### src/phe_pkg.sv
// constants for the packet header check code encoder and decoder
// assumes a four byte header: three data bytes then one check byte
package phe_pkg;
   localparam int DATA_W  = 24;
   localparam int CHK_W   = 8;
   localparam int USED_W  = 6;
   localparam int HDR_W   = 32;
   localparam logic [1:0] UNUSED_ZERO = 2'h0;
   localparam logic [5:0] SYN_ZERO    = 6'h00;
   localparam logic [23:0] DATA_ZERO  = 24'h000000;
   localparam logic [7:0]  CHK_ZERO   = 8'h00;
   // highest used check bit inside the four byte header
   localparam int          CHK_MSB    = 29;
   localparam logic [5:0]  SYN_LSB    = 6'h01;
   // syndrome matched no data column
   localparam logic [4:0]  POS_NONE   = 5'h18;
   // parity masks over data bits 0..23, one per used check bit
   localparam logic [23:0] MASK_P0 = 24'hF12CB7;
   localparam logic [23:0] MASK_P1 = 24'hF2555B;
   localparam logic [23:0] MASK_P2 = 24'h749A6D;
   localparam logic [23:0] MASK_P3 = 24'hB8E38E;
   localparam logic [23:0] MASK_P4 = 24'hDF03F0;
   localparam logic [23:0] MASK_P5 = 24'hEFFC00;
   // decoder state
   typedef enum logic [1:0] {
      PHE_IDLE  = 2'b01,
      PHE_VALID = 2'b10
   } phe_state_t;
endpackage

### src/phe_parity.sv
// combinational check byte generator for 24 header data bits
// assumes callers register the result
`timescale 1ns/1ps
module phe_parity (
   // data in
   input  wire logic [23:0] i_data,
   // check byte out
   output logic      [7:0]  o_chk
);
   always_comb begin
      o_chk[0] = ^(i_data & phe_pkg::MASK_P0);
      o_chk[1] = ^(i_data & phe_pkg::MASK_P1);
      o_chk[2] = ^(i_data & phe_pkg::MASK_P2);
      o_chk[3] = ^(i_data & phe_pkg::MASK_P3);
      o_chk[4] = ^(i_data & phe_pkg::MASK_P4);
      o_chk[5] = ^(i_data & phe_pkg::MASK_P5);
      o_chk[7:6] = phe_pkg::UNUSED_ZERO;
   end
endmodule

### src/phe_top.sv
// header check code encoder and single-correct double-detect decoder
// assumes framer and deframer logic on the same clock, valid strobes
`timescale 1ns/1ps
////////////////////////////////////////////////////////////////////////////////
// Operation
// - check byte corrects any single-bit and detects any double-bit error.
// - returning peripheral also generates and sends the check byte.
// - one-way peripheral still corrects single-bit header errors.
// - code is a modified Hamming code, five plus one parity bits, 24 data.
// - header is four bytes: 24 data bits then eight check bits.
// - encoder drives the top two check bits to zero.
// - decoder zeroes the top two received check bits before syndrome.
// - zero syndrome passes header data unchanged, no error.
// - nonzero syndrome means at least one error, classify it.
// - syndrome equal to a data column marks that data bit in error.
// - syndrome with one bit set is a check bit error; data unchanged.
// - each check bit is XOR of a fixed data bit subset.
// - syndrome is received check XOR recomputed; matched bit is inverted.
// - unmatched nonzero syndrome sets the multi-bit error flag.
// - receiver recomputation uses the same zero padding as encoder.
module phe_top (
   // clock and reset
   input  wire logic        I_REF_CLK,
   input  wire logic        I_RST,
   // encoder request
   input  wire logic        I_ENC_VALID,
   input  wire logic [23:0] I_ENC_DATA,
   // encoder result
   output logic             O_ENC_VALID,
   output logic      [31:0] O_ENC_HDR,
   // decoder request
   input  wire logic        I_DEC_VALID,
   input  wire logic [31:0] I_DEC_HDR,
   // decoder result
   output logic             O_DEC_VALID,
   output logic      [31:0] O_DEC_HDR,
   output logic             O_DEC_CORRECTED,
   output logic             O_DEC_MULTI_ERR
);
   ////////////////////////////////////////////////////////////////////////////
   // functions
   // syndrome column of one data bit, taken from the parity masks
   function automatic logic [5:0] data_col(input int k);
      logic [5:0] c;
      c[0] = phe_pkg::MASK_P0[k];
      c[1] = phe_pkg::MASK_P1[k];
      c[2] = phe_pkg::MASK_P2[k];
      c[3] = phe_pkg::MASK_P3[k];
      c[4] = phe_pkg::MASK_P4[k];
      c[5] = phe_pkg::MASK_P5[k];
      return c;
   endfunction

   // syndrome to data bit position; no match gives the none code
   function automatic logic [4:0] syn_to_pos(input logic [5:0] s);
      logic [4:0] p;
      p = phe_pkg::POS_NONE;
      for (int k = 0; k < phe_pkg::DATA_W; k++) begin
         if (data_col(k) == s) begin
            p = 5'(k);
         end
      end
      return p;
   endfunction

   // nonzero with one bit set: a check bit took the hit
   function automatic logic one_hot6(input logic [5:0] s);
      return (s != phe_pkg::SYN_ZERO) && ((s & (s - phe_pkg::SYN_LSB)) == phe_pkg::SYN_ZERO);
   endfunction

   ////////////////////////////////////////////////////////////////////////////
   // shared parity generators
   logic [7:0] enc_chk;
   logic [7:0] dec_chk;
   phe_parity u_enc_par (
      .i_data (I_ENC_DATA),
      .o_chk  (enc_chk)
   );
   phe_parity u_dec_par (
      .i_data (I_DEC_HDR[23:0]),
      .o_chk  (dec_chk)
   );

   ////////////////////////////////////////////////////////////////////////////
   // encoder
   logic        enc_valid_reg;
   logic [31:0] enc_hdr_reg;
   logic [31:0] enc_hdr_next;

   // check byte sits above the three data bytes
   always_comb begin
      enc_hdr_next = {enc_chk, I_ENC_DATA};
   end

   // one result strobe per accepted request
   always_ff @(posedge I_REF_CLK) begin
      if (I_RST) begin
         enc_valid_reg <= 1'b0;
      end else begin
         enc_valid_reg <= I_ENC_VALID;
      end
   end

   // header holds until the next request
   always_ff @(posedge I_REF_CLK) begin
      if (I_RST) begin
         enc_hdr_reg <= {phe_pkg::CHK_ZERO, phe_pkg::DATA_ZERO};
      end else if (I_ENC_VALID) begin
         enc_hdr_reg <= enc_hdr_next;
      end
   end

   assign O_ENC_VALID = enc_valid_reg;
   assign O_ENC_HDR   = enc_hdr_reg;

   ////////////////////////////////////////////////////////////////////////////
   // decoder: syndrome
   logic [7:0]  rx_chk;
   logic [5:0]  syn;
   logic [4:0]  pos;
   always_comb begin
      rx_chk = {phe_pkg::UNUSED_ZERO, I_DEC_HDR[phe_pkg::CHK_MSB:phe_pkg::DATA_W]};
      syn    = rx_chk[5:0] ^ dec_chk[5:0];
      pos    = syn_to_pos(syn);
   end

   // decoder: classify the syndrome
   logic        syn_chk;
   logic        syn_data;
   logic        syn_multi;
   always_comb begin
      syn_chk   = 1'b0;
      syn_data  = 1'b0;
      syn_multi = 1'b0;
      if (syn == phe_pkg::SYN_ZERO) begin
         syn_multi = 1'b0;
      end else if (one_hot6(syn)) begin
         syn_chk = 1'b1;
      end else if (pos != phe_pkg::POS_NONE) begin
         syn_data = 1'b1;
      end else begin
         syn_multi = 1'b1;
      end
   end

   // decoder: correction and flags
   logic [23:0] fixed_data;
   logic [31:0] dec_hdr_next;
   logic        corr_next;
   logic        multi_next;
   always_comb begin
      fixed_data = I_DEC_HDR[phe_pkg::DATA_W-1:0];
      if (syn_data) begin
         fixed_data[pos] = ~I_DEC_HDR[pos];
      end
      dec_hdr_next = {rx_chk, fixed_data};
      corr_next    = syn_chk | syn_data;
      multi_next   = syn_multi;
   end

   // decoder: result strobe follows each request by one cycle
   phe_pkg::phe_state_t st_reg;
   phe_pkg::phe_state_t st_next;
   always_comb begin
      case (st_reg)
         phe_pkg::PHE_IDLE: begin
            st_next = I_DEC_VALID ? phe_pkg::PHE_VALID : phe_pkg::PHE_IDLE;
         end
         phe_pkg::PHE_VALID: begin
            st_next = I_DEC_VALID ? phe_pkg::PHE_VALID : phe_pkg::PHE_IDLE;
         end
         default: begin
            st_next = phe_pkg::PHE_IDLE;
         end
      endcase
   end

   always_ff @(posedge I_REF_CLK) begin
      if (I_RST) begin
         st_reg <= phe_pkg::PHE_IDLE;
      end else begin
         st_reg <= st_next;
      end
   end

   logic [31:0] dec_hdr_reg;
   logic        dec_corr_reg;
   logic        dec_multi_reg;

   // corrected data, received check bits with the top two cleared
   always_ff @(posedge I_REF_CLK) begin
      if (I_RST) begin
         dec_hdr_reg <= {phe_pkg::CHK_ZERO, phe_pkg::DATA_ZERO};
      end else if (I_DEC_VALID) begin
         dec_hdr_reg <= dec_hdr_next;
      end
   end

   // single error corrected flag, held until the next request
   always_ff @(posedge I_REF_CLK) begin
      if (I_RST) begin
         dec_corr_reg <= 1'b0;
      end else if (I_DEC_VALID) begin
         dec_corr_reg <= corr_next;
      end
   end

   // uncorrectable flag, held until the next request
   always_ff @(posedge I_REF_CLK) begin
      if (I_RST) begin
         dec_multi_reg <= 1'b0;
      end else if (I_DEC_VALID) begin
         dec_multi_reg <= multi_next;
      end
   end

   assign O_DEC_VALID     = (st_reg == phe_pkg::PHE_VALID);
   assign O_DEC_HDR       = dec_hdr_reg;
   assign O_DEC_CORRECTED = dec_corr_reg;
   assign O_DEC_MULTI_ERR = dec_multi_reg;
endmodule

### config.mk
export PLATFORM = sky130hd
export DESIGN_NAME = phe_top
export DESIGN_NICKNAME = d
export VERILOG_FILES = /design/src/phe_pkg.sv /design/src/phe_parity.sv /design/src/phe_top.sv
export SDC_FILE = /design/constraint.sdc
export NUM_CORES = 1
export LEC_CHECK = 0
export BUFFER_PORTS_ARGS = -buffer_cell sky130_fd_sc_hd__buf_4
export CORE_MARGIN = 4
export CORE_UTILIZATION = 50
export CTS_BUF_LIST = sky130_fd_sc_hd__clkbuf_8
export DETAILED_ROUTE_END_ITERATION = 6
export PLACE_DENSITY = 0.8
export SLEW_MARGIN = 20
export SYNTH_ARGS = -nofsm -noshare
export SYNTH_HDL_FRONTEND = slang
export SYNTH_SLANG_ARGS = --single-unit
export TNS_END_PERCENT = 50
### constraint.sdc
create_clock -name I_REF_CLK -period 4.45 [get_ports I_REF_CLK]
set_clock_uncertainty 0.05 [all_clocks]
set_input_delay 0.6675 -clock I_REF_CLK [delete_from_list [all_inputs] [get_ports I_REF_CLK]]
set_output_delay 0.6675 -clock I_REF_CLK [all_outputs]
set_load 0.05 [all_outputs]
======== Yosys cells after proc, flatten, opt, wreduce, memory -nomap -nowiden ========
Cells that the tools add are included.
storage, ports and cells
  input bits .............................. 60
  output and inout port bits .............. 68
  logic and storage cells ................. 99
  flip-flop bits (word level) ............. 65
cells by class
  bitwise logic cells ..................... 5
  mux-type cells .......................... 39
  reductions and logical operators ........ 19
  $add $sub $neg .......................... 1
  equality and inequality tests ........... 27
  order comparisons ....................... 2
operator list
  operator             count
  $reduce_xor 24->1    12
  $mux 5               24
  $eq 6x6->1 const A   13
  $eq 5x6->1 const A   7
  $bwmux 24            1
  $mux 24              1
  $eq 4x6->1 const A   3
  $logic_not 6->1      2
  $mux 1               10
  $and 6x6->6          1
  $eq 3x6->1 const A   1
  $lt 5x6->1 const B   1
  $reduce_bool 6->1    1
  $sub 6x1->6 const B  1
  $xor 6x6->6          1
  $bmux 1 s5           1
  $demux 1 s5          1
  $ge 5x1->1 const B   1
  $ne 5x5->1 const B   1
  $reduce_or 2->1      2
  $eq 2x1->1 const B   1
  $eq 2x2->1 const B   1
  $logic_and 1x1->1    2
  $mux 2               1
  other kinds (2)      3

======== Logic depth before layout (Yosys ltp) ========
Gate-level depths: netlist (run 1).
  depth after elaboration ................. 33
  depth in mapped cells ................... 16
  depth with buffers taken out ............ 13

======== Cells and area by module ========
From an unflattened synthesis (run 1), not the netlist that was laid out.
second synthesis, totals
  cells, all modules ...................... 502
  area, all modules ....................... 4,645.7 µm²
by module, submodules not included
  module      times used  area an instance (µm²)  cells each
  phe_top     1           3,599.7                 424
  phe_parity  2           523.0                   39

======== Worst setup path before layout (run 1) ========
Ideal clock, no wire load.
  path kind ............................... input port to flip-flop
  from .................................... in I_DEC_HDR[22]
  to ...................................... reg dec_hdr_reg[18], in the netlist O_DEC_HDR[18]
  stages .................................. 15
  arrival ................................. 4,120 ps
  slack ................................... 158 ps
  path through ............................ buf_2 -> xnor2_1 -> xnor3_1 -> xnor3_2 -> and2_1 -> buf_2 -> o211ai_1 -> o211ai_1 -> or4_1 -> nor2_1 -> a311oi_1 -> a221o_2 -> nor2_8 -> nand2b_1 -> a311o_1
between the ends
  cells in the longest elaborated chain, start to end .. 33
  elaborated cells on any way between the ends .. 74
  those cells by class .................... 1 x add/sub; 2 x order compare; 25 x eq/ne; 33 x mux; 3 x bitwise; 10 x reduce/logical
RTL lines
  element                                                         RTL line        text
  start: declaration                                              phe_top.sv:33   input wire logic [31:0] I_DEC_HDR,
  $reduce_xor 24->1, on equally long branches                     --
  $xor 6x6->6                                                     phe_top.sv:123  syn = rx_chk[5:0] ^ dec_chk[5:0];
  $eq 3x6->1                                                      phe_top.sv:59   if (data_col(k) == s) begin
  $mux 5 (24 in series)                                           phe_top.sv:59
  $lt 5x6->1 (implied by the code) or $ge 5x1->1 (tied branches)  phe_top.sv:154  fixed_data[pos] = ~I_DEC_HDR[pos];
  $logic_and 1x1->1 (implied by the code)                         phe_top.sv:154
  $mux 1 (implied by the code)                                    phe_top.sv:154
  $demux 1 s5                                                     phe_top.sv:154
  $bwmux 24                                                       phe_top.sv:154
  $mux 24 *                                                       phe_top.sv:153  if (syn_data) begin
  end signal: assignment                                          phe_top.sv:193  dec_hdr_reg <= {phe_pkg::CHK_ZERO, phe_pkg::DATA_ZERO};
  end signal: assignment                                          phe_top.sv:195  dec_hdr_reg <= dec_hdr_next;
  end: declaration                                                phe_top.sv:186  logic [31:0] dec_hdr_reg;
Mark *: on every way between the ends. The rest lies on a longest branch, timed or not. The select of a mux whose other input is x is not followed.
A chain may end at the register's enable or synchronous reset.

======== Final worst setup path (run 1) ========
  from .................................... in I_DEC_HDR[5]
  to ...................................... reg dec_hdr_reg[16], in the netlist O_DEC_HDR[16]
between the ends
  cells in the longest elaborated chain, start to end .. 33
  elaborated cells on any way between the ends .. 72
  those cells by class .................... 1 x add/sub; 2 x order compare; 25 x eq/ne; 33 x mux; 3 x bitwise; 8 x reduce/logical
RTL lines
  element                                                         RTL line
  $reduce_xor 24->1, on equally long branches                     phe_parity.sv:11, phe_parity.sv:13, phe_parity.sv:15
  $xor 6x6->6                                                     phe_top.sv:123
  $eq 3x6->1                                                      phe_top.sv:59
  $mux 5 (24 in series)                                           phe_top.sv:59
  $lt 5x6->1 (implied by the code) or $ge 5x1->1 (tied branches)  phe_top.sv:154
  $logic_and 1x1->1 (implied by the code)                         phe_top.sv:154
  $mux 1 (implied by the code)                                    phe_top.sv:154
  $demux 1 s5                                                     phe_top.sv:154
  $bwmux 24                                                       phe_top.sv:154
  $mux 24 *                                                       phe_top.sv:153
Marks and branches as above.

==> results.tsv, run 1 <==
stage	metric	value	unit
global_route	antenna_found_initial	0	
place	dpl-instance-area	0.00657	mm2
global_route	grt_start_max_net_pins	58	
timing	setup_slack	0.155	ns
pwr	sw_frac_of_total	47.2	%
pwr	pwr-share-clk	11.2	%
synthesis	ys_types	66	
cts	cts_hold_buf	0	
pwr	combPwrFrac	72.0	%
synthesis	synthCells	555	
finish	stdcell_area	0.00680	mm2
detailed_routing	routed_wl	17700	um
place	hpwl	13900	um
global_route	met3_usage	9.17	%
synthesis	yosysWarnings	0	
critical_path	cp_common_cell	buf_4	
global_route	use_met2	50.8	%
synthesis	synthArstFlopShare	0	%
floorplanning	core-area	0.00933	mm2
cts	cts_buffers	9	
hold_path	hold_start	O_DEC_HDR[20]	
detailed_routing	detail-route-antenna-nets	0	
job	cap_violations	0	
detailed_routing	dr.first_iter.drc_count	339	
detailed_routing	via_per_inst	5.63	
synthesis	ys_ff_latch	65	
finish	final_cell_mix	227 x buf_4, 71 x xnor2_1, 65 x dfxtp_1	
timing	maxSlewViolCount	0	
timing	finalHoldViolations	0	
synthesis	synthFlopType	dfxtp_1	
synthesis	synth-seq-area-share	26.8	%
global_route	grt_usage	31.3	%
cts	clock-sinks	65	
detailed_routing	wl_per_cell	19.8	um
hold_path	whs_path_depth	2	
critical_path	cp-start-kind	primary input	
detailed_routing	drt_pass1_iterations	5	
critical_path	arrival	4.48	ns
pwr	p_int	2.12	mW
floorplanning	die_area	0.0114	mm2
global_route	grt_util_met1	39.6	%
detailed_routing	route.detailed.drc	0	
synthesis	syn_area	0.00486	mm2
pwr	seqPwrFrac	16.8	%
timing	setup_viol	0	
cts	path_clk_slew	0.07	ns
timing	fin_crit	4.29	ns
floorplanning	start_util	52.1	%
critical_path	rrSetupSlack	3.50	ns
finish	mostFrequentLayoutCell	buf_4	
timing	slew_headroom	54.7	%
cts	cts_tree	yes	
global_route	grt_busiest_layer	met2	
hold_path	hold_path_end	O_DEC_HDR[20]	
timing	fmax	233	MHz
critical_path	rr_endpoint	st_reg[0]	
cts	cts_root_buf	clkbuf_8	
critical_path	critical_path_class	in -> reg	
timing	period_share	96.5	%
cts	h-tree-depth	3	
pwr	p_sw	1.89	mW
critical_path	cp_slowest_stage_delay	0.55	ns
finish	layout.nets	824	
critical_path	cp_slowest_cell	xnor3_1	
critical_path	endpoint_kind	flop	
global_route	gr-total-overflow	0	
place	place_congestion	1.08	
cts	clock_latency	0.34	ns
pwr	pwr_density_cell	589	mW/mm2
hold_path	hp-class	reg -> reg	
floorplanning	die-height	107	um
timing	worst_pin_slew	0.677	ns
global_route	grt_pass1_vias	5117	
finish	num_antenna_cells	0	
floorplanning	ioPinCount	128	
timing	finalSetupTns	0	ns
critical_path	path_cells	buf_4 > xnor2_1 > xnor3_1 > xor2_1 > buf_4 > nor3_1 > buf_4 > o21ai_0 > a21oi_1 > nor4_4 > and2_2 > a311oi_1 > a211oi_1 > a211oi_2 > nor4_4 > o32ai_1	
place	pre_cts_slack	-0.223	ns
synthesis	synth_edf_count	0	
pwr	p_leak	3.17	nW
critical_path	crit_path_max_fanout	11	
critical_path	rr_worst_depth	3	
synthesis	postSynthAreaPerCell	8.75	um2
floorplanning	rows	35	
finish	area_growth	40.0	%
finish	drive_above_1_share	35.5	%
cts	clockBufferDepth	2	
place	portBuffers	121	
floorplanning	fp.dieW	107	um
critical_path	cp.required	4.64	ns
status	outcome	complete, no violations	
pwr	peakVddDrop	0.317	mV
global_route	grt_pass1_wl	27600	um
critical_path	reg2reg_from	st_reg[0]	
detailed_routing	vias	5051	
[kinds of logic after synthesis]
kind of cell / after synthesis / synth area share, %
compound gates: 95 / 13.6
xor+xnor: 112 / 26.2
fa+ha+maj: 1 / 0.258
buf+inv: 39 / 3.86
flops: 65 / 26.8
mux: 43 / 8.89
other cells: 1 / 0.0772
simple gates: 199 / 20.4
[synthesized netlist by cell type (3+ instances only)]
library cell  instances  share of area (%)
a211oi_1              7                1.1
a21o_1                5               0.77
a21oi_1              14                1.4
a22o_1                4               0.72
a31oi_1              11                1.4
and2_1                4               0.52
and3_1                4               0.52
buf_1                 4               0.31
buf_2                 6               0.62
buf_4                 5               0.77
clkbuf_1             16                1.2
dfxtp_1              65                 27
inv_1                 6               0.46
mux2i_1              42                8.7
nand2_1              44                3.4
nand2b_1              8                1.0
nand3_1              23                2.4
nand4_1               4               0.52
nor2_1               61                4.7
nor2b_1               8                1.0
nor3_1               24                2.5
o211ai_1              5               0.77
o21a_1                3               0.46
o21ai_0              17                1.8
o31ai_1               5               0.77
o32ai_1               5               0.90
or2_2                 3               0.39
or3_1                 3               0.39
xnor2_1              74                 13
xnor2_2               3                1.0
xnor3_1              10                4.6
xnor3_2               3                1.5
xor2_1               16                2.9
[per-layer routing]
| layer | vias up | part of all wire, % | wire, um |
|---|---|---|---|
| li1 | 2352 | - | - |
| met1 | 2369 | 40 | 7140 |
| met2 | 280 | 47 | 8290 |
| met3 | 50 | 9.9 | 1760 |
| met4 | 0 | 3.1 | 541 |
| met5 | - | 0 | 0 |
[cell type report]
type | count | area [um2]
inverters | 6 | 22.5
fillers | 704 | 2530
well taps | 129 | 161
clock buffers | 9 | 124
clock inverters | 7 | 47.5
flip-flops and latches | 65 | 1300
multi-input cells | 454 | 3440
repair buffers | 227 | 1700
[worst max-delay path: cells and delay by family]
kind | cells | cell delay, ns
and+or+nand+nor | 4 | 0.83
buffers and inverters | 3 | 0.51
AOI/OAI and AO/OA | 6 | 1.49
xor gates and xnor gates | 3 | 0.98
[through the flow]
step	util (%)	power [mW]	hold WS, ns	cells
after floorplan	-	2.37	0.469	558
after global placement	70.4	3.43	0.383	881
after detailed placement	70.4	3.47	0.392	881
after CTS	72.2	3.93	0.403	897
after global routing	72.9	4.22	0.430	897
final	72.9	4.00	0.403	897
[timing repair]
item | CTS | global route
endpoints found under the hold margin | 0 | 0
setup endpoints to repair | 0 | 10
gates resized for setup | 0 | 9
setup buffers | 0 | 0
[worst max path at each step]
stage	from	to	cells past startpoint
after global routing	I_DEC_HDR[23]	O_DEC_HDR[16]	14
after CTS	I_DEC_HDR[20]	O_DEC_HDR[16]	15
after global placement	I_DEC_HDR[20]	O_DEC_HDR[18]	14
final	I_DEC_HDR[5]	O_DEC_HDR[16]	16
after floorplan	I_DEC_HDR[22]	O_DEC_HDR[18]	15
after detailed placement	I_DEC_HDR[20]	O_DEC_HDR[16]	15
[power groups by stage]
| stage | clock (mW) | combinational [mW] | sequential, mW |
|---|---|---|---|
| after floorplan | 0 | 1.49 | 0.879 |
| after global placement | 0 | 2.75 | 0.681 |
| final | 0.448 | 2.88 | 0.674 |
| after CTS | 0.451 | 2.80 | 0.673 |
| after detailed placement | 0 | 2.79 | 0.684 |
| after global routing | 0.484 | 3.06 | 0.681 |
(Power assumes the default switching activity.)
==> inputs of run 2 (changes only) <==
- BUFFER_PORTS_ARGS: -buffer_cell sky130_fd_sc_hd__buf_4 -> unset
- CORE_MARGIN: 4 -> unset
- CORE_UTILIZATION: 50 -> 55
- DONT_BUFFER_PORTS: unset -> 1
- PLACE_DENSITY: 0.8 -> 0.74
==> run 2 against run 1 <==
  * Sequential share of layout area up 4.2 points
  * Die area down 19%
  * Via count down 15%
  * Maximum frequency up 0.49%
  * Critical path type unchanged
  * Clock power up 31%
==> results.tsv, run 2 (same netlist as run 1, synthesis figures left out) <==
stage	metric	value	unit	change
finish	drive_above_1_share	17.2	%	-18 points
detailed_routing	dr.first_iter.drc_count	343		+1.2%
critical_path	arrival	4.44	ns	-0.04 ns
finish	final_cell_mix	72 x xnor2_1, 65 x dfxtp_1, 61 x nor2_1		
detailed_routing	routed_wl	14800	um	-16%
hold_path	whs_path_depth	1		-1
timing	slew_headroom	57.6	%	+2.9 points
critical_path	rr_endpoint	O_DEC_HDR[6]		
global_route	grt_pass1_wl	22100	um	-20%
global_route	grt_usage	32.7	%	+1.5 points
cts	h-tree-depth	3		unchanged
finish	layout.nets	656		-20%
timing	fin_crit	4.27	ns	-0.0208 ns
floorplanning	fp.dieW	96.0	um	-9.9%
floorplanning	rows	33		-5.7%
cts	postCtsSetupRepairBufs	0		unchanged
timing	finalHoldViolations	0		unchanged
detailed_routing	via_per_inst	6.06		+7.7%
critical_path	critical_path_class	in -> reg		
hold_path	hp-class	in -> reg		
place	dpl-instance-area	0.00529	mm2	-19%
cts	cts_root_buf	clkbuf_8		
timing	worst_pin_slew	0.634	ns	-0.0435 ns
floorplanning	core-area	0.00838	mm2	-10%
finish	mostFrequentLayoutCell	xnor2_1		
cts	clock_latency	0.34	ns	about the same
place	pre_cts_slack	-0.131	ns	+0.0925 ns
global_route	grt_pass1_vias	4204		-18%
critical_path	cp.required	4.61	ns	-0.03 ns
timing	timing.hold.ws	0.334	ns	-0.0688 ns
critical_path	rr_worst_depth	3		unchanged
detailed_routing	route.detailed.drc	0		unchanged
finish	area_growth	14.7	%	
critical_path	endpoint_kind	flop		
job	cap_violations	0		unchanged
cts	cts_tree	yes		
cts	path_clk_slew	0.08	ns	about the same
timing	maxSlewViolCount	0		unchanged
place	hpwl	11800	um	-16%
finish	num_antenna_cells	0		unchanged
critical_path	reg2reg_from	O_DEC_HDR[6]		
cts	cts_buffers	9		unchanged
finish	fillers	718		+2.0%
hold_path	hold_path_end	O_DEC_HDR[4]		
global_route	gr-total-overflow	0		unchanged
status	outcome	complete, no violations		
place	place_congestion	0.943		-12%
detailed_routing	wl_per_cell	21.0	um	+6.5%
pwr	pwr_density_cell	683	mW/mm2	+16%
critical_path	cp_common_cell	nor4_4		
critical_path	cp_slowest_stage_delay	0.49	ns	-0.06 ns
floorplanning	ioPinCount	128		unchanged
detailed_routing	vias	4275		-15%
global_route	antenna_found_initial	0		unchanged
floorplanning	start_util	57.9	%	+5.9 points
cts	cts_hold_buf	0		unchanged
timing	period_share	96.0	%	-0.47 points
floorplanning	die_area	0.00921	mm2	-19%
critical_path	path_cells	xnor3_1 > xnor2_2 > xnor2_1 > nor3_1 > buf_4 > o22ai_1 > a21oi_1 > nor4_4 > and2_1 > a311oi_1 > a211oi_2 > a211oi_4 > nor4_4 > o32ai_1		
pwr	peakVddDrop	0.458	mV	+44%
finish	stdcell_area	0.00557	mm2	-18%
cts	clockBufferDepth	2		unchanged
detailed_routing	drt_pass1_iterations	5		unchanged
floorplanning	die-height	96.0	um	-9.9%
cts	clock-sinks	65		unchanged
critical_path	cp_slowest_cell	xnor3_1		
detailed_routing	detail-route-antenna-nets	0		unchanged
pwr	p_leak	2.35	nW	-26%
critical_path	crit_path_max_fanout	7		-4
timing	setup_viol	0		unchanged
timing	rsz0062_at_grt	no		
critical_path	cp-start-kind	primary input		
global_route	grt_start_max_net_pins	58		unchanged
critical_path	rrSetupSlack	3.21	ns	-0.29 ns
timing	setup_slack	0.176	ns	+0.0208 ns
hold_path	hold_start	I_RST		
place	portBuffers	0		-100%
timing	fmax	234	MHz	+0.49%
## run 2: cell types whose count changed in the layout (fill, tap and decap cells not counted), sizes merged
cell / before / now
bufinv: 0 / 2
inv: 8 / 7
clkinv: 4 / 2
clkbuf: 9 / 10
buf: 227 / 59
## run 2: how the worst max path moves through the flow
stage	slack (ns)	cells after the start	start	end
floorplan	0.16	15	I_DEC_HDR[22]	O_DEC_HDR[18]
global placement	-0.11	13	I_DEC_HDR[5]	O_DEC_HDR[18]
detailed placement	-0.13	13	I_DEC_HDR[20]	O_DEC_HDR[16]
CTS	0.23	13	I_DEC_HDR[20]	O_DEC_HDR[16]
global route	0.03	14	I_DEC_HDR[4]	O_DEC_HDR[2]
finish	0.18	14	I_DEC_HDR[23]	O_DEC_HDR[2]
## run 2: final cells by class
cell class / instances / area, um2 / area share [%]
clock buffers: 10 / 138 / 2.47
clock inverters: 6 / 90.1 / 1.62
inverters: 6 / 22.5 / 0.404
multi-input cells: 454 / 3430 / 61.6
flip-flops and latches: 65 / 1300 / 23.4
well taps: 105 / 131 / 2.36
repair buffers: 59 / 455 / 8.18
## run 2: repair_timing
action                                 4_1_cts  5_1_grt
setup endpoints to repair                    0        9
endpoints found under the hold margin        0        0
resized for setup                            0        7
## run 2: critical path: cells and delay by family
family | cells | cell delay (ns)
buffers and inverters | 1 | 0.18
XOR/XNOR | 3 | 1.09
AO/OA/AOI/OAI | 6 | 1.16
AND/OR/NAND/NOR | 4 | 1.32
## run 2: metal layers
layer | track usage, % | routed length [um]
met1 | 43.5 | 6310
met2 | 50.4 | 6740
met3 | 9.72 | 1510
met4 | 11.4 | 279
met5 | 0 | 0
## run 2: where the power goes
part | switching (mW) | internal [mW]
sequential | 0.240 | 0.641
combinational | 1.28 | 1.06
clock | 0.254 | 0.333
total | 1.78 | 2.03
## run 2: through the flow
| stage | utilization, % | cells | total power [mW] | setup TNS [ns] |
|---|---|---|---|---|
| 2_1_floorplan | - | 558 | 2.37 | 0 |
| 3_3_place_gp | 63.1 | 689 | 3.09 | -0.811 |
| 3_5_place_dp | 63.1 | 689 | 3.11 | -1.07 |
| 4_1_cts | 65.8 | 705 | 3.70 | 0 |
| 5_1_grt | 66.5 | 705 | 3.99 | 0 |
| 6_report | 66.5 | 705 | 3.81 | 0 |
